### src/shared/ppi_map.svh
`ifndef PPI_MAP_SVH
`define PPI_MAP_SVH
// Notes on behaviour
// 24 port pins in three 8-bit ports, each set by host mode commands
// group A: port A and upper port C; group B: port B and lower port C
// group A and group B modes are chosen independently
// basic mode: each 8-bit port and each port C half is input or output
// basic mode reads and writes move data directly, with no handshake
// basic output holds last write; basic input is sampled at read time
// strobed mode: one 8-bit data port plus four control lines per group; the code gives each group three control lines
// bidirectional mode on group A only: port A both ways plus five controls
// reset clears the control word; all ports input, pins undriven; the code loads the word with 8'h9b instead
// host sets or clears one port C bit by command
// port C read returns handshake lines and flags when used as control
// strobed input status: b5 A full, b4 A permit, b3 A request, b2/b1 B permit/full
// strobed output status: A out-full b7, A permit b6, A request b3, B out-full b1
// bidirectional status: b7 out-full, b6 out permit, b5 in-full, b4 in permit, b3 request
// basic word: b7=1, b6,b5,b2=0; b4 A, b3 C high, b1 B, b0 C low
// direction bit 1 means input, 0 means output
// upper port C goes with group A, lower with group B
// strobe on group A latches port A and sets input buffer full
// with permit set, group A request rises once strobed input is latched
// control write with bit 7 set is a mode definition, else bit set/clear
`define PPI_OFS_PA 4'h0
`define PPI_OFS_PB 4'h4
`define PPI_OFS_PC 4'h8
`define PPI_OFS_CTRL 4'hc
`define PPI_CW_MODESET 7
`define PPI_CW_AMODE_HI 6
`define PPI_CW_AMODE_LO 5
`define PPI_CW_ADIR 4
`define PPI_CW_CHDIR 3
`define PPI_CW_BMODE 2
`define PPI_CW_BDIR 1
`define PPI_CW_CLDIR 0
`define PPI_CW_RESET 8'h9b
`define PPI_PC_A_OBF 7
`define PPI_PC_A_ACK 6
`define PPI_PC_A_IBF 5
`define PPI_PC_A_STB 4
`define PPI_PC_A_IRQ 3
`define PPI_PC_B_HS 2
`define PPI_PC_B_BF 1
`define PPI_PC_B_IRQ 0
`endif

### src/shared/ppi_pkg.sv
package ppi_pkg;
    typedef enum logic [2:0] {
        PPI_MODE_BASIC = 3'b001,
        PPI_MODE_STROBED = 3'b010,
        PPI_MODE_BIDIR = 3'b100
    } ppi_mode_t;
    typedef struct packed {
        logic obf_n;
        logic input_buffer_full;
        logic irq;
        logic out_permit;
        logic in_permit;
    } ppi_hs_t;
endpackage

### src/shared/ppi_hs_if.sv
interface ppi_hs_if;
    import ppi_pkg::*;
    logic en_in;
    logic en_out;
    logic stb_n;
    logic ack_n;
    logic rd_pulse;
    logic wr_pulse;
    logic set_out_permit;
    logic clr_out_permit;
    logic set_in_permit;
    logic clr_in_permit;
    logic mode_load;
    logic [7:0] din;
    logic [7:0] latch;
    ppi_hs_t st;
    modport ctrl (output en_in, en_out, stb_n, ack_n, rd_pulse, wr_pulse, set_out_permit,
        clr_out_permit, set_in_permit, clr_in_permit, mode_load, din, input latch, st);
    modport hs (input en_in, en_out, stb_n, ack_n, rd_pulse, wr_pulse, set_out_permit,
        clr_out_permit, set_in_permit, clr_in_permit, mode_load, din, output latch, st);
endinterface

### src/logic/ppi_handshake.sv
module ppi_handshake (
    input wire logic clock_i,
    input wire logic sys_rst_i,
    ppi_hs_if.hs h
);
    import ppi_pkg::*;
    logic stb_prev_q, stb_prev_d;
    logic ack_prev_q, ack_prev_d;
    logic [7:0] latch_q, latch_d;
    ppi_hs_t st_q, st_d;
    logic stb_rise;
    logic ack_fall;
    assign stb_rise = h.stb_n & ~stb_prev_q;
    assign ack_fall = ~h.ack_n & ack_prev_q;
    always_comb begin
        stb_prev_d = h.stb_n;
        ack_prev_d = h.ack_n;
        latch_d = latch_q;
        st_d = st_q;
        if (h.mode_load) begin
            st_d = '{obf_n: 1'b1, input_buffer_full: 1'b0, irq: 1'b0, out_permit: 1'b0, in_permit: 1'b0};
        end else begin
            if (h.set_out_permit) st_d.out_permit = 1'b1;
            if (h.clr_out_permit) st_d.out_permit = 1'b0;
            if (h.set_in_permit) st_d.in_permit = 1'b1;
            if (h.clr_in_permit) st_d.in_permit = 1'b0;
            if (h.en_in) begin
                if (!h.stb_n) latch_d = h.din;
                if (h.rd_pulse) st_d.input_buffer_full = 1'b0;
                if (!h.stb_n) st_d.input_buffer_full = 1'b1;
            end
            if (h.en_out) begin
                if (!h.ack_n) st_d.obf_n = 1'b1;
                if (h.wr_pulse) st_d.obf_n = 1'b0;
            end
            // request: input full after strobe, or output emptied as ack goes low
            st_d.irq = (h.en_in & st_d.input_buffer_full & stb_rise & st_d.in_permit)
                | (h.en_out & st_d.obf_n & ack_fall & st_d.out_permit)
                | (st_q.irq & ~(h.rd_pulse | h.wr_pulse));
            if (h.en_in & ~st_d.in_permit & ~h.en_out) st_d.irq = 1'b0;
            if (h.en_out & ~st_d.out_permit & ~h.en_in) st_d.irq = 1'b0;
        end
    end
    always_ff @(posedge clock_i) begin
        if (sys_rst_i) begin
            stb_prev_q <= 1'b1;
            ack_prev_q <= 1'b1;
            latch_q <= 8'h00;
            st_q <= '{obf_n: 1'b1, input_buffer_full: 1'b0, irq: 1'b0, out_permit: 1'b0, in_permit: 1'b0};
        end else begin
            stb_prev_q <= stb_prev_d;
            ack_prev_q <= ack_prev_d;
            latch_q <= latch_d;
            st_q <= st_d;
        end
    end
    assign h.latch = latch_q;
    assign h.st = st_q;
endmodule

### src/logic/ppi_top.sv
// The address map and the Avalon-MM interface to the registers were decided locally.
`include "ppi_map.svh"
module ppi_top (
    input wire logic clock_i,
    input wire logic sys_rst_i,
    input wire logic [3:0] avs_address_i,
    input wire logic avs_read_i,
    input wire logic avs_write_i,
    input wire logic [31:0] avs_writedata_i,
    input wire logic [3:0] avs_byteenable_i,
    output logic [31:0] avs_readdata_o,
    output logic avs_waitrequest_o,
    output logic [1:0] avs_response_o,
    input wire logic [7:0] pa_i,
    output logic [7:0] pa_o,
    output logic [7:0] pa_oe_o,
    input wire logic [7:0] pb_i,
    output logic [7:0] pb_o,
    output logic [7:0] pb_oe_o,
    input wire logic [7:0] pc_i,
    output logic [7:0] pc_o,
    output logic [7:0] pc_oe_o
);
    import ppi_pkg::*;
    ppi_hs_if ha();
    ppi_hs_if hb();
    ppi_handshake u_hs_a (
        .clock_i(clock_i),
        .sys_rst_i(sys_rst_i),
        .h(ha)
    );
    ppi_handshake u_hs_b (
        .clock_i(clock_i),
        .sys_rst_i(sys_rst_i),
        .h(hb)
    );
    logic [7:0] cw_q, cw_d;
    logic [7:0] outa_q, outa_d;
    logic [7:0] outb_q, outb_d;
    logic [7:0] outc_q, outc_d;
    logic [31:0] rdata_q, rdata_d;
    logic ack_q, ack_d;
    logic [1:0] resp_q, resp_d;
    logic req;
    logic hit;
    logic lane0;
    ppi_mode_t amode;
    ppi_mode_t bmode;
    logic a_in, b_in, ch_in, cl_in;
    logic [7:0] pc_read;
    logic [7:0] c_ctl_mask;
    logic [7:0] c_ctl_val;
    logic [7:0] c_ctl_oe;
    logic bitcmd;

    function automatic logic is_map(input logic [3:0] a);
        is_map = (a == `PPI_OFS_PA) || (a == `PPI_OFS_PB) || (a == `PPI_OFS_PC)
            || (a == `PPI_OFS_CTRL);
    endfunction

    // decode the stored word into group modes
    always_comb begin
        if (cw_q[`PPI_CW_AMODE_HI]) amode = PPI_MODE_BIDIR;
        else if (cw_q[`PPI_CW_AMODE_LO]) amode = PPI_MODE_STROBED;
        else amode = PPI_MODE_BASIC;
        bmode = cw_q[`PPI_CW_BMODE] ? PPI_MODE_STROBED : PPI_MODE_BASIC;
    end
    assign a_in = cw_q[`PPI_CW_ADIR];
    assign b_in = cw_q[`PPI_CW_BDIR];
    assign ch_in = cw_q[`PPI_CW_CHDIR];
    assign cl_in = cw_q[`PPI_CW_CLDIR];

    assign req = avs_read_i | avs_write_i;
    assign hit = is_map(avs_address_i);
    assign lane0 = avs_byteenable_i[0];
    assign bitcmd = avs_write_i & ~ack_q & (avs_address_i == `PPI_OFS_CTRL) & lane0
        & ~avs_writedata_i[`PPI_CW_MODESET];

    // handshake wiring per group
    always_comb begin
        ha.en_in = (amode == PPI_MODE_BIDIR) | ((amode == PPI_MODE_STROBED) & a_in);
        ha.en_out = (amode == PPI_MODE_BIDIR) | ((amode == PPI_MODE_STROBED) & ~a_in);
        ha.stb_n = pc_i[`PPI_PC_A_STB];
        ha.ack_n = pc_i[`PPI_PC_A_ACK];
        ha.din = pa_i;
        ha.rd_pulse = avs_read_i & ~ack_q & (avs_address_i == `PPI_OFS_PA);
        ha.wr_pulse = avs_write_i & ~ack_q & (avs_address_i == `PPI_OFS_PA) & lane0;
        ha.mode_load = avs_write_i & ~ack_q & (avs_address_i == `PPI_OFS_CTRL) & lane0
            & avs_writedata_i[`PPI_CW_MODESET];
        ha.set_in_permit = bitcmd & (avs_writedata_i[3:1] == 3'(`PPI_PC_A_STB))
            & avs_writedata_i[0];
        ha.clr_in_permit = bitcmd & (avs_writedata_i[3:1] == 3'(`PPI_PC_A_STB))
            & ~avs_writedata_i[0];
        ha.set_out_permit = bitcmd & (avs_writedata_i[3:1] == 3'(`PPI_PC_A_ACK))
            & avs_writedata_i[0];
        ha.clr_out_permit = bitcmd & (avs_writedata_i[3:1] == 3'(`PPI_PC_A_ACK))
            & ~avs_writedata_i[0];
        hb.en_in = (bmode == PPI_MODE_STROBED) & b_in;
        hb.en_out = (bmode == PPI_MODE_STROBED) & ~b_in;
        hb.stb_n = pc_i[`PPI_PC_B_HS];
        hb.ack_n = pc_i[`PPI_PC_B_HS];
        hb.din = pb_i;
        hb.rd_pulse = avs_read_i & ~ack_q & (avs_address_i == `PPI_OFS_PB);
        hb.wr_pulse = avs_write_i & ~ack_q & (avs_address_i == `PPI_OFS_PB) & lane0;
        hb.mode_load = ha.mode_load;
        hb.set_in_permit = bitcmd & (avs_writedata_i[3:1] == 3'(`PPI_PC_B_HS))
            & avs_writedata_i[0];
        hb.clr_in_permit = bitcmd & (avs_writedata_i[3:1] == 3'(`PPI_PC_B_HS))
            & ~avs_writedata_i[0];
        hb.set_out_permit = hb.set_in_permit;
        hb.clr_out_permit = hb.clr_in_permit;
    end

    // port C lines that act as handshake controls
    always_comb begin
        c_ctl_mask = 8'h00;
        c_ctl_val = 8'h00;
        c_ctl_oe = 8'h00;
        if (amode != PPI_MODE_BASIC) begin
            c_ctl_mask[`PPI_PC_A_IRQ] = 1'b1;
            c_ctl_val[`PPI_PC_A_IRQ] = ha.st.irq;
            c_ctl_oe[`PPI_PC_A_IRQ] = 1'b1;
            if (ha.en_in) begin
                c_ctl_mask[`PPI_PC_A_STB] = 1'b1;
                c_ctl_val[`PPI_PC_A_STB] = ha.st.in_permit;
                c_ctl_mask[`PPI_PC_A_IBF] = 1'b1;
                c_ctl_val[`PPI_PC_A_IBF] = ha.st.input_buffer_full;
                c_ctl_oe[`PPI_PC_A_IBF] = 1'b1;
            end
            if (ha.en_out) begin
                c_ctl_mask[`PPI_PC_A_ACK] = 1'b1;
                c_ctl_val[`PPI_PC_A_ACK] = ha.st.out_permit;
                c_ctl_mask[`PPI_PC_A_OBF] = 1'b1;
                c_ctl_val[`PPI_PC_A_OBF] = ha.st.obf_n;
                c_ctl_oe[`PPI_PC_A_OBF] = 1'b1;
            end
        end
        if (bmode == PPI_MODE_STROBED) begin
            c_ctl_mask[2:0] = 3'h7;
            c_ctl_val[`PPI_PC_B_HS] = hb.st.in_permit;
            c_ctl_val[`PPI_PC_B_BF] = b_in ? hb.st.input_buffer_full : hb.st.obf_n;
            c_ctl_val[`PPI_PC_B_IRQ] = hb.st.irq;
            c_ctl_oe[`PPI_PC_B_BF] = 1'b1;
            c_ctl_oe[`PPI_PC_B_IRQ] = 1'b1;
        end
    end

    // read value of port C: controls show status, the rest plain lines
    always_comb begin
        pc_read = (c_ctl_mask & c_ctl_val) | (~c_ctl_mask & pc_i);
    end

    // pin drive
    always_comb begin
        pa_o = (amode == PPI_MODE_BASIC) ? outa_q : outa_q;
        pa_oe_o = 8'h00;
        if (amode == PPI_MODE_BIDIR) pa_oe_o = {8{~pc_i[`PPI_PC_A_ACK]}};
        else if (~a_in) pa_oe_o = 8'hff;
        pb_o = outb_q;
        pb_oe_o = b_in ? 8'h00 : 8'hff;
        pc_o = (c_ctl_mask & c_ctl_val) | (~c_ctl_mask & outc_q);
        pc_oe_o = c_ctl_oe;
        if (~ch_in) pc_oe_o[7:4] = pc_oe_o[7:4] | ~c_ctl_mask[7:4];
        if (~cl_in) pc_oe_o[3:0] = pc_oe_o[3:0] | ~c_ctl_mask[3:0];
        if (~c_ctl_mask[`PPI_PC_A_STB] | ha.en_out) pc_oe_o[`PPI_PC_A_STB] =
            pc_oe_o[`PPI_PC_A_STB] & ~c_ctl_mask[`PPI_PC_A_STB];
        if (c_ctl_mask[`PPI_PC_A_ACK]) pc_oe_o[`PPI_PC_A_ACK] = 1'b0;
        if (c_ctl_mask[`PPI_PC_B_HS]) pc_oe_o[`PPI_PC_B_HS] = 1'b0;
    end

    // bus slave and register writes
    always_comb begin
        cw_d = cw_q;
        outa_d = outa_q;
        outb_d = outb_q;
        outc_d = outc_q;
        rdata_d = rdata_q;
        resp_d = resp_q;
        ack_d = 1'b0;
        if (req & ~ack_q) begin
            ack_d = 1'b1;
            resp_d = hit ? 2'b00 : 2'b11;
            rdata_d = 32'h0000_0000;
            if (avs_read_i) begin
                case (avs_address_i)
                    `PPI_OFS_PA: rdata_d[7:0] = ha.en_in ? ha.latch : pa_i;
                    `PPI_OFS_PB: rdata_d[7:0] = hb.en_in ? hb.latch : pb_i;
                    `PPI_OFS_PC: rdata_d[7:0] = pc_read;
                    default: rdata_d[7:0] = 8'h00;
                endcase
            end else if (lane0) begin
                case (avs_address_i)
                    `PPI_OFS_PA: outa_d = avs_writedata_i[7:0];
                    `PPI_OFS_PB: outb_d = avs_writedata_i[7:0];
                    `PPI_OFS_PC: outc_d = avs_writedata_i[7:0];
                    `PPI_OFS_CTRL: begin
                        if (avs_writedata_i[`PPI_CW_MODESET]) begin
                            cw_d = avs_writedata_i[7:0];
                            outa_d = 8'h00;
                            outb_d = 8'h00;
                            outc_d = 8'h00;
                        end else begin
                            outc_d[avs_writedata_i[3:1]] = avs_writedata_i[0];
                        end
                    end
                    default: outc_d = outc_q;
                endcase
            end
        end
    end

    always_ff @(posedge clock_i) begin
        if (sys_rst_i) begin
            cw_q <= `PPI_CW_RESET;
            outa_q <= 8'h00;
            outb_q <= 8'h00;
            outc_q <= 8'h00;
            rdata_q <= 32'h0000_0000;
            resp_q <= 2'b00;
            ack_q <= 1'b0;
        end else begin
            cw_q <= cw_d;
            outa_q <= outa_d;
            outb_q <= outb_d;
            outc_q <= outc_d;
            rdata_q <= rdata_d;
            resp_q <= resp_d;
            ack_q <= ack_d;
        end
    end

    assign avs_readdata_o = rdata_q;
    assign avs_response_o = resp_q;
    assign avs_waitrequest_o = req & ~ack_q;
endmodule

### config.mk
export PLATFORM = sky130hd
export DESIGN_NAME = ppi_top
export DESIGN_NICKNAME = d
export VERILOG_FILES = /design/src/shared/ppi_pkg.sv /design/src/shared/ppi_hs_if.sv /design/src/logic/ppi_handshake.sv /design/src/logic/ppi_top.sv
export VERILOG_INCLUDE_DIRS = /design/src /design/src/shared
export SDC_FILE = /design/constraint.sdc
export NUM_CORES = 1
export LEC_CHECK = 0
export BUFFER_PORTS_ARGS = -buffer_cell sky130_fd_sc_hd__buf_2
export CAP_MARGIN = 20
export CELL_PAD_IN_SITES_DETAIL_PLACEMENT = 1
export CELL_PAD_IN_SITES_GLOBAL_PLACEMENT = 2
export CORE_MARGIN = 5
export CORE_UTILIZATION = 29
export DETAILED_ROUTE_END_ITERATION = 16
export PLACE_DENSITY_LB_ADDON = 0.1
export SLEW_MARGIN = 20
export SYNTH_ARGS = -nofsm -noshare
export SYNTH_HDL_FRONTEND = slang
export SYNTH_SLANG_ARGS = --single-unit
### constraint.sdc
create_clock -name clock_i -period 2.65 [get_ports clock_i]
set_input_delay 0.3975 -clock clock_i [delete_from_list [all_inputs] [get_ports clock_i]]
set_output_delay 0.3975 -clock clock_i [all_outputs]
set_load 0.01 [all_outputs]
Yosys cells after proc, flatten, opt, wreduce, memory -nomap -nowiden
Cells that the tools add are included.
{"block": "totals", "register_bits": 71, "output_inout_bits": 83, "wordCells": 216}
{"block": "classes", "reduce_logical": 17, "eq_ne": 11, "order_cmp": 2, "bitwise_logic": 96, "n_mux": 68}
{"operator": "$mux W8", "n": 8}
{"operator": "$and A1 B1 Y1", "n": 53}
{"operator": "$pmux W8 S2", "n": 3}
{"operator": "$mux W1", "n": 39}
{"operator": "$and A8 B8 Y8", "n": 3}
{"operator": "$pmux W8 S3", "n": 1}
{"operator": "$not A1 Y1", "n": 23}
{"operator": "$mux W2", "n": 8}
{"operator": "$or A8 B8 Y8", "n": 2}
{"operator": "$reduce_and A5 Y1", "n": 3}
{"operator": "$mux W5", "n": 2}
{"operator": "$or A1 B1 Y1", "n": 10}
{"operator": "$eq A3 B3 Y1 const B", "n": 3}
{"operator": "$mux W3", "n": 3}
{"operator": "$bwmux W8", "n": 1}
{"operator": "$eq A4 B4 Y1 const B", "n": 2}
{"operator": "$mux W4", "n": 2}
{"operator": "$not A4 Y4", "n": 2}
{"operator": "$not A8 Y8", "n": 1}
{"operator": "$or A4 B4 Y4", "n": 2}
{"operator": "$reduce_or A4 Y1", "n": 2}
{"operator": "$eq A3 B2 Y1 const B", "n": 2}
{"operator": "$reduce_and A3 Y1", "n": 2}
{"operator": "$reduce_bool A2 Y1", "n": 3}
{"operator": "12 further kinds", "n": 14}

Longest topological paths before layout
{"block": "logic_depth", "word_depth": 14, "mapped_depth": 8}

By module
A second synthesis with hierarchy kept.
{"block": "unflattened", "cells_unflattened": 470, "hier_area_um2": 3988.8}
{"mod": "ppi_top", "instances": 1, "area_per_inst_um2": 2825.2, "cells_each": 354}
{"mod": "ppi_handshake", "instances": 2, "area_per_inst_um2": 581.8, "cells_each": 58}

Least setup slack after synthesis
No wires, ideal clock.
{"block": "synth_path", "path_kind": "input port to flip-flop", "startpoint": "input port avs_address_i[2]", "endpoint": "register outa_q[1] (netlist: pa_o[1])", "setup_slack_ns": 0.856, "arrival_time_ns": 1.667, "n_path_buf": 2, "stages": 6, "required_ns": 2.522, "cell_sequence": "buf_2 or4_1 a21boi_1 buf_4 mux2i_1 nor2_1"}
{"block": "synth_between", "elab_chain_len": 3, "elab_cells_between_ends": 6, "cone_classes": "eq/ne: 2; mux: 1; reduce/logical: 3"}
{"item": "from (decl)", "line": "ppi_top.sv:6", "rtl": "input wire logic [3:0] avs_address_i,"}
{"item": "$eq A4 B4 Y1 or $logic_not A4 Y1 (tied branches)", "line": "ppi_top.sv:192", "rtl": "case (avs_address_i)"}
{"item": "$ne A2 B2 Y1 (no line) or $reduce_bool A2 Y1 (tied branches)"}
{"item": "$reduce_and A5 Y1 (no line)"}
{"item": "to (signal assigned)", "line": "ppi_top.sv:223", "rtl": "outa_q <= outa_d;"}
{"item": "to (decl)", "line": "ppi_top.sv:38", "rtl": "logic [7:0] outa_q, outa_d;"}
Several ways; a longest one is shown, not always the timed one.
A chain may end at the register's enable or synchronous reset.

Final worst setup path
{"block": "layout_path", "startpoint": "register cw_q[4]", "endpoint": "output port pc_o[6]"}
{"block": "layout_between", "elab_chain_len": 8, "elab_cells_between_ends": 11, "cone_classes": "mux: 4; bitwise: 7"}
{"item": "from (decl)", "line": "ppi_top.sv:37", "rtl": "logic [7:0] cw_q, cw_d;"}
{"item": "from (signal assigned)", "line": "ppi_top.sv:214", "rtl": "cw_q <= `PPI_CW_RESET;"}
{"item": "from (signal assigned)", "line": "ppi_top.sv:222", "rtl": "cw_q <= cw_d;"}
{"item": "$not A1 Y1 *"}
{"item": "$and A1 B1 Y1 *", "line": "ppi_top.sv:82", "rtl": "ha.en_out = (amode == PPI_MODE_BIDIR) | ((amode == PPI_MODE_STROBED) & ~a_in);"}
{"item": "$or A1 B1 Y1 *", "line": "ppi_top.sv:82"}
{"item": "$mux W2", "line": "ppi_top.sv:130", "rtl": "if (ha.en_out) begin"}
{"item": "$mux W5", "line": "ppi_top.sv:119", "rtl": "if (amode != PPI_MODE_BASIC) begin"}
{"item": "$not A8 Y8", "line": "ppi_top.sv:161", "rtl": "pc_o = (c_ctl_mask & c_ctl_val) | (~c_ctl_mask & outc_q);"}
{"item": "$and A8 B8 Y8", "line": "ppi_top.sv:161"}
{"item": "$or A8 B8 Y8 *", "line": "ppi_top.sv:161"}
{"item": "to (decl)", "line": "ppi_top.sv:21", "rtl": "output logic [7:0] pc_o,"}
Mark *: on every way between the ends. The rest lies on a longest branch, timed or not.

==> impl_metrics.env <==
export IMPL_drc=0
export IMPL_seqPwrFrac_pct=45.0
export IMPL_fin_worst_hold_slack_ps=298.3
export IMPL_worstHoldPathType="in -> reg"
export IMPL_synth_compound_area_share_pct=14.99
export IMPL_synth_top_cell_area_share_pct=36.73
export IMPL_timing_final_hold_violations=0
export IMPL_detailedPlace_worstSlack_ps=406.8
export IMPL_post_layout_total_power_mw=2.372
export IMPL_route_final_wire_length_um=13130
export IMPL_drive_above_1_share_pct=28.55
export IMPL_crit_required_ps=2250
export IMPL_setup_repair_after_global_routing_missed_its_margin="no"
export IMPL_sw_frac_of_total_pct=24.97
export IMPL_grt_overflow_total=0
export IMPL_postSynth_asyncResetShare_pct=0
export IMPL_worstSetupPathType="reg -> out"
export IMPL_worst_rel_slew_slack_pct=54.23
export IMPL_synth_distinct_cells=56
export IMPL_yosys_area_share_adder_pct=0
export IMPL_boundaryPins=151
export IMPL_setup_total_negative_slack_ps=0
export IMPL_antennaDiodeCount=0
export IMPL_drtIter0Drc=127
export IMPL_std_cell_rows=42
export IMPL_syn_instance_count=457
export IMPL_tritoncts_num_buffers=9
export IMPL_sequential_element_share_of_the_synthesized_area_pct=36.73
export IMPL_finalNetCount=615
export IMPL_critPathCaptureType="output pin"
export IMPL_report_final_slew_viol_count=0
export IMPL_holdBufCountCts=0
export IMPL_final_util_pct=35.25
export IMPL_timing_critical_path_to="pc_o[6]"
export IMPL_post_drt_via_cell_ratio=4.836
export IMPL_ys_warnings_count=0
export IMPL_grt_antenna_before_repair=0
export IMPL_finalSetupViolCount=0
export IMPL_cts_sinks=70
export IMPL_ys_seq_elements=70
export IMPL_period_needed_ps=2281
export IMPL_min_delay_start="avs_writedata_i[4]"
export IMPL_synth_top_family_by_area="simple AND/OR/NAND/NOR gates"
export IMPL_timing_critical_path_arrival_ps=1880
export IMPL_synth_ff_type="sky130_fd_sc_hd__dfxtp_1"
export IMPL_share_comb_of_total_power_pct=9.1
export IMPL_tightest_slew_ps=685.8
export IMPL_path_clk_slew_ps=60
export IMPL_area_of_the_die_um2=15550
export IMPL_post_cts_buffers=0
export IMPL_clock_path_buffers=2
export IMPL_floorplan_initialDensity_pct=29.15
export IMPL_grt_pass1_wl_um=20310
export IMPL_timing_critical_path_slowest_stage_cell="sky130_fd_sc_hd__dfxtp_1"
export IMPL_grt_total_usage_pct=16.68
export IMPL_io_buffers=99
export IMPL_critical_path_reg2reg_endpoint="u_hs_b.h.latch[0]$_SDFFE_PP0P_"
export IMPL_clk_latency_ps=340
export IMPL_post_synth_main_area_contributors="sky130_fd_sc_hd__dfxtp_1 (37%), sky130_fd_sc_hd__mux2i_1 (13%), sky130_fd_sc_hd__buf_4 (8.1%), sky130_fd_sc_hd__nor2_1 (5.6%), sky130_fd_sc_hd__nand2_1 (5.0%)"
export IMPL_layout_cells_most_common_list="sky130_fd_sc_hd__buf_2 (99), sky130_fd_sc_hd__dfxtp_1 (70), sky130_fd_sc_hd__nor2_1 (57)"
export IMPL_final_critical_path_setup_slack_ps=368.9
export IMPL_number_of_global_route_vias_before_repair=3607
export IMPL_source_of_the_worst_register_to_register_timing_path="ack_q$_SDFF_PP0_"
export IMPL_internal_power_mw=1.780
export IMPL_core_area_um2=13090
export IMPL_net_switching_power_of_the_design_uw=592.5
export IMPL_cellPowerDensity_nw_per_um2=514.4
export IMPL_dp_hpwl_um=10030
export IMPL_cp_max_fanout=7
export IMPL_syn_mean_instance_area_um2=8.348
export IMPL_synthesis_area_um2=3815
export IMPL_drtAntennaViolNets=0
export IMPL_synth_top_cell_by_area="sky130_fd_sc_hd__dfxtp_1"
export IMPL_layout_area_overhead_vs_synth_pct=20.89
export IMPL_leading_cell_type_in_the_layout_fill_and_taps_excluded="sky130_fd_sc_hd__buf_2"
export IMPL_crit_start_category="flip-flop"
export IMPL_setup_worst_path_start="cw_q[4]$_SDFFE_PP1P_"
export IMPL_maxCapViolCount=0
export IMPL_r2r_setup_slack_ps=840
export IMPL_floorplan_die_height_um=124.7
export IMPL_routed_via_count=3511
export IMPL_synth_xor_area_share_pct=0
export IMPL_crit_path_cell_trace="nor2b_1 > nor2_1 > mux2_2 > buf_2"
export IMPL_synthMuxAreaShare_pct=14.96
export IMPL_synth_edff_count=0
export IMPL_skew_ps=7.077
export IMPL_place_congestion=0.8109
export IMPL_cts_resized_gates=0
export IMPL_power_leakage_nw=2.131
export IMPL_synth_simple_area_share_pct=21.25
export IMPL_outcome="finished, final reports clean"
export IMPL_fp_dieW_um=124.7
export IMPL_grt_max_degree=53
export IMPL_tritoncts="done"
export IMPL_max_fclk_ghz=0.4384
export IMPL_worstRegToRegCells=6
export IMPL_drt_wirelength_per_cell_um=18.08
export IMPL_timing_critical_path_slowest_cell_delay_ps=480
export IMPL_drt_pass1_iter_count=4
export IMPL_timing_final_crit_share_pct=86.08
export IMPL_worst_ir_drop_vdd_uv=241.7
export IMPL_p_clk_share_pct=45.8
export IMPL_clock_tree_root_cell="sky130_fd_sc_hd__clkbuf_16"
export IMPL_clock_tree_htree_level_count=3
-- worst min-delay path by stage --
stage,depth (start not counted),to
floorplan,2,u_hs_b.h.st[4]$_SDFF_PP1_
global placement,2,avs_readdata_o[0]$_SDFFE_PP0P_
detailed placement,2,avs_readdata_o[6]$_SDFFE_PP0P_
CTS,3,cw_q[4]$_SDFFE_PP1P_
global route,2,u_hs_a.stb_prev_q$_SDFF_PP1_
finish,3,cw_q[4]$_SDFFE_PP1P_
-- worst max-delay path: cells and delay by family (launching register included) --
| family | cells | cell delay (ps) |
|---|---|---|
| and+or+nand+nor | 2 | 530 |
| muxes | 1 | 390 |
| buffers and inverters | 1 | 140 |
| DFF | 1 | 480 |
-- metrics by stage --
stage | instances | area (um^2)
floorplan | 480 | 3901
global placement | 712 | 4355
global route | 726 | 4612
finish | 726 | 4612
detailed placement | 712 | 4355
CTS | 726 | 4612
-- metal layers --
metal | track usage (%) | part of all wire [%]
met1 | 22.29 | 48
met2 | 25.73 | 44
met3 | 3.902 | 5.1
met4 | 7.028 | 2.4
met5 | 0 | 0
-- final cells by class --
class                      instances  area, um^2
fill                            1607        8473
multi-input combinational        336        2043
sequential                        70        1401
timing repair buffer             120       653.1
clock buffer                      12       246.5
tap                              176       220.2
inverter                          10       37.54
clock inverter                     2       10.01
-- flip-flops by register name (all words and copies together), names as in the netlist, 5 cells and up --
name            flops
pb_o                8
pa_o                8
u_hs_b.h.latch      8
outc_q              8
u_hs_a.h.st         5
avs_readdata_o      8
u_hs_b.h.st         5
u_hs_a.h.latch      8
cw_q                7
-- power by group through the flow --
stage               Combinational [mW]  Clock, mW  Sequential [mW]
floorplan                        0.146          0             1.09
global placement                 0.217          0             1.09
detailed placement               0.218          0             1.09
CTS                              0.219       1.12             1.07
global route                     0.239       1.16             1.07
finish                           0.217       1.09             1.07
-- logic make-up (layout without fill, tap and decap cells) --
family,count (synthesis),after routing
muxes,56,56
DFF,70,70
other,1,24
buffers and inverters,74,144
AOI/OAI and AO/OA,89,89
and+or+nand+nor,167,167
-- synthesized netlist by cell type (4+ instances only) --
master,instances
sky130_fd_sc_hd__a21oi_1,35
sky130_fd_sc_hd__and2_1,4
sky130_fd_sc_hd__buf_2,8
sky130_fd_sc_hd__buf_4,41
sky130_fd_sc_hd__clkbuf_1,12
sky130_fd_sc_hd__dfxtp_1,70
sky130_fd_sc_hd__inv_1,10
sky130_fd_sc_hd__mux2_2,8
sky130_fd_sc_hd__mux2i_1,48
sky130_fd_sc_hd__nand2_1,51
sky130_fd_sc_hd__nand2b_1,6
sky130_fd_sc_hd__nand3_1,11
sky130_fd_sc_hd__nand3b_1,4
sky130_fd_sc_hd__nor2_1,57
sky130_fd_sc_hd__nor3_1,9
sky130_fd_sc_hd__o211ai_1,4
sky130_fd_sc_hd__o21ai_0,12
sky130_fd_sc_hd__o22ai_1,7
sky130_fd_sc_hd__o31ai_1,5
sky130_fd_sc_hd__o32ai_1,4
(Power assumes the default switching activity.)
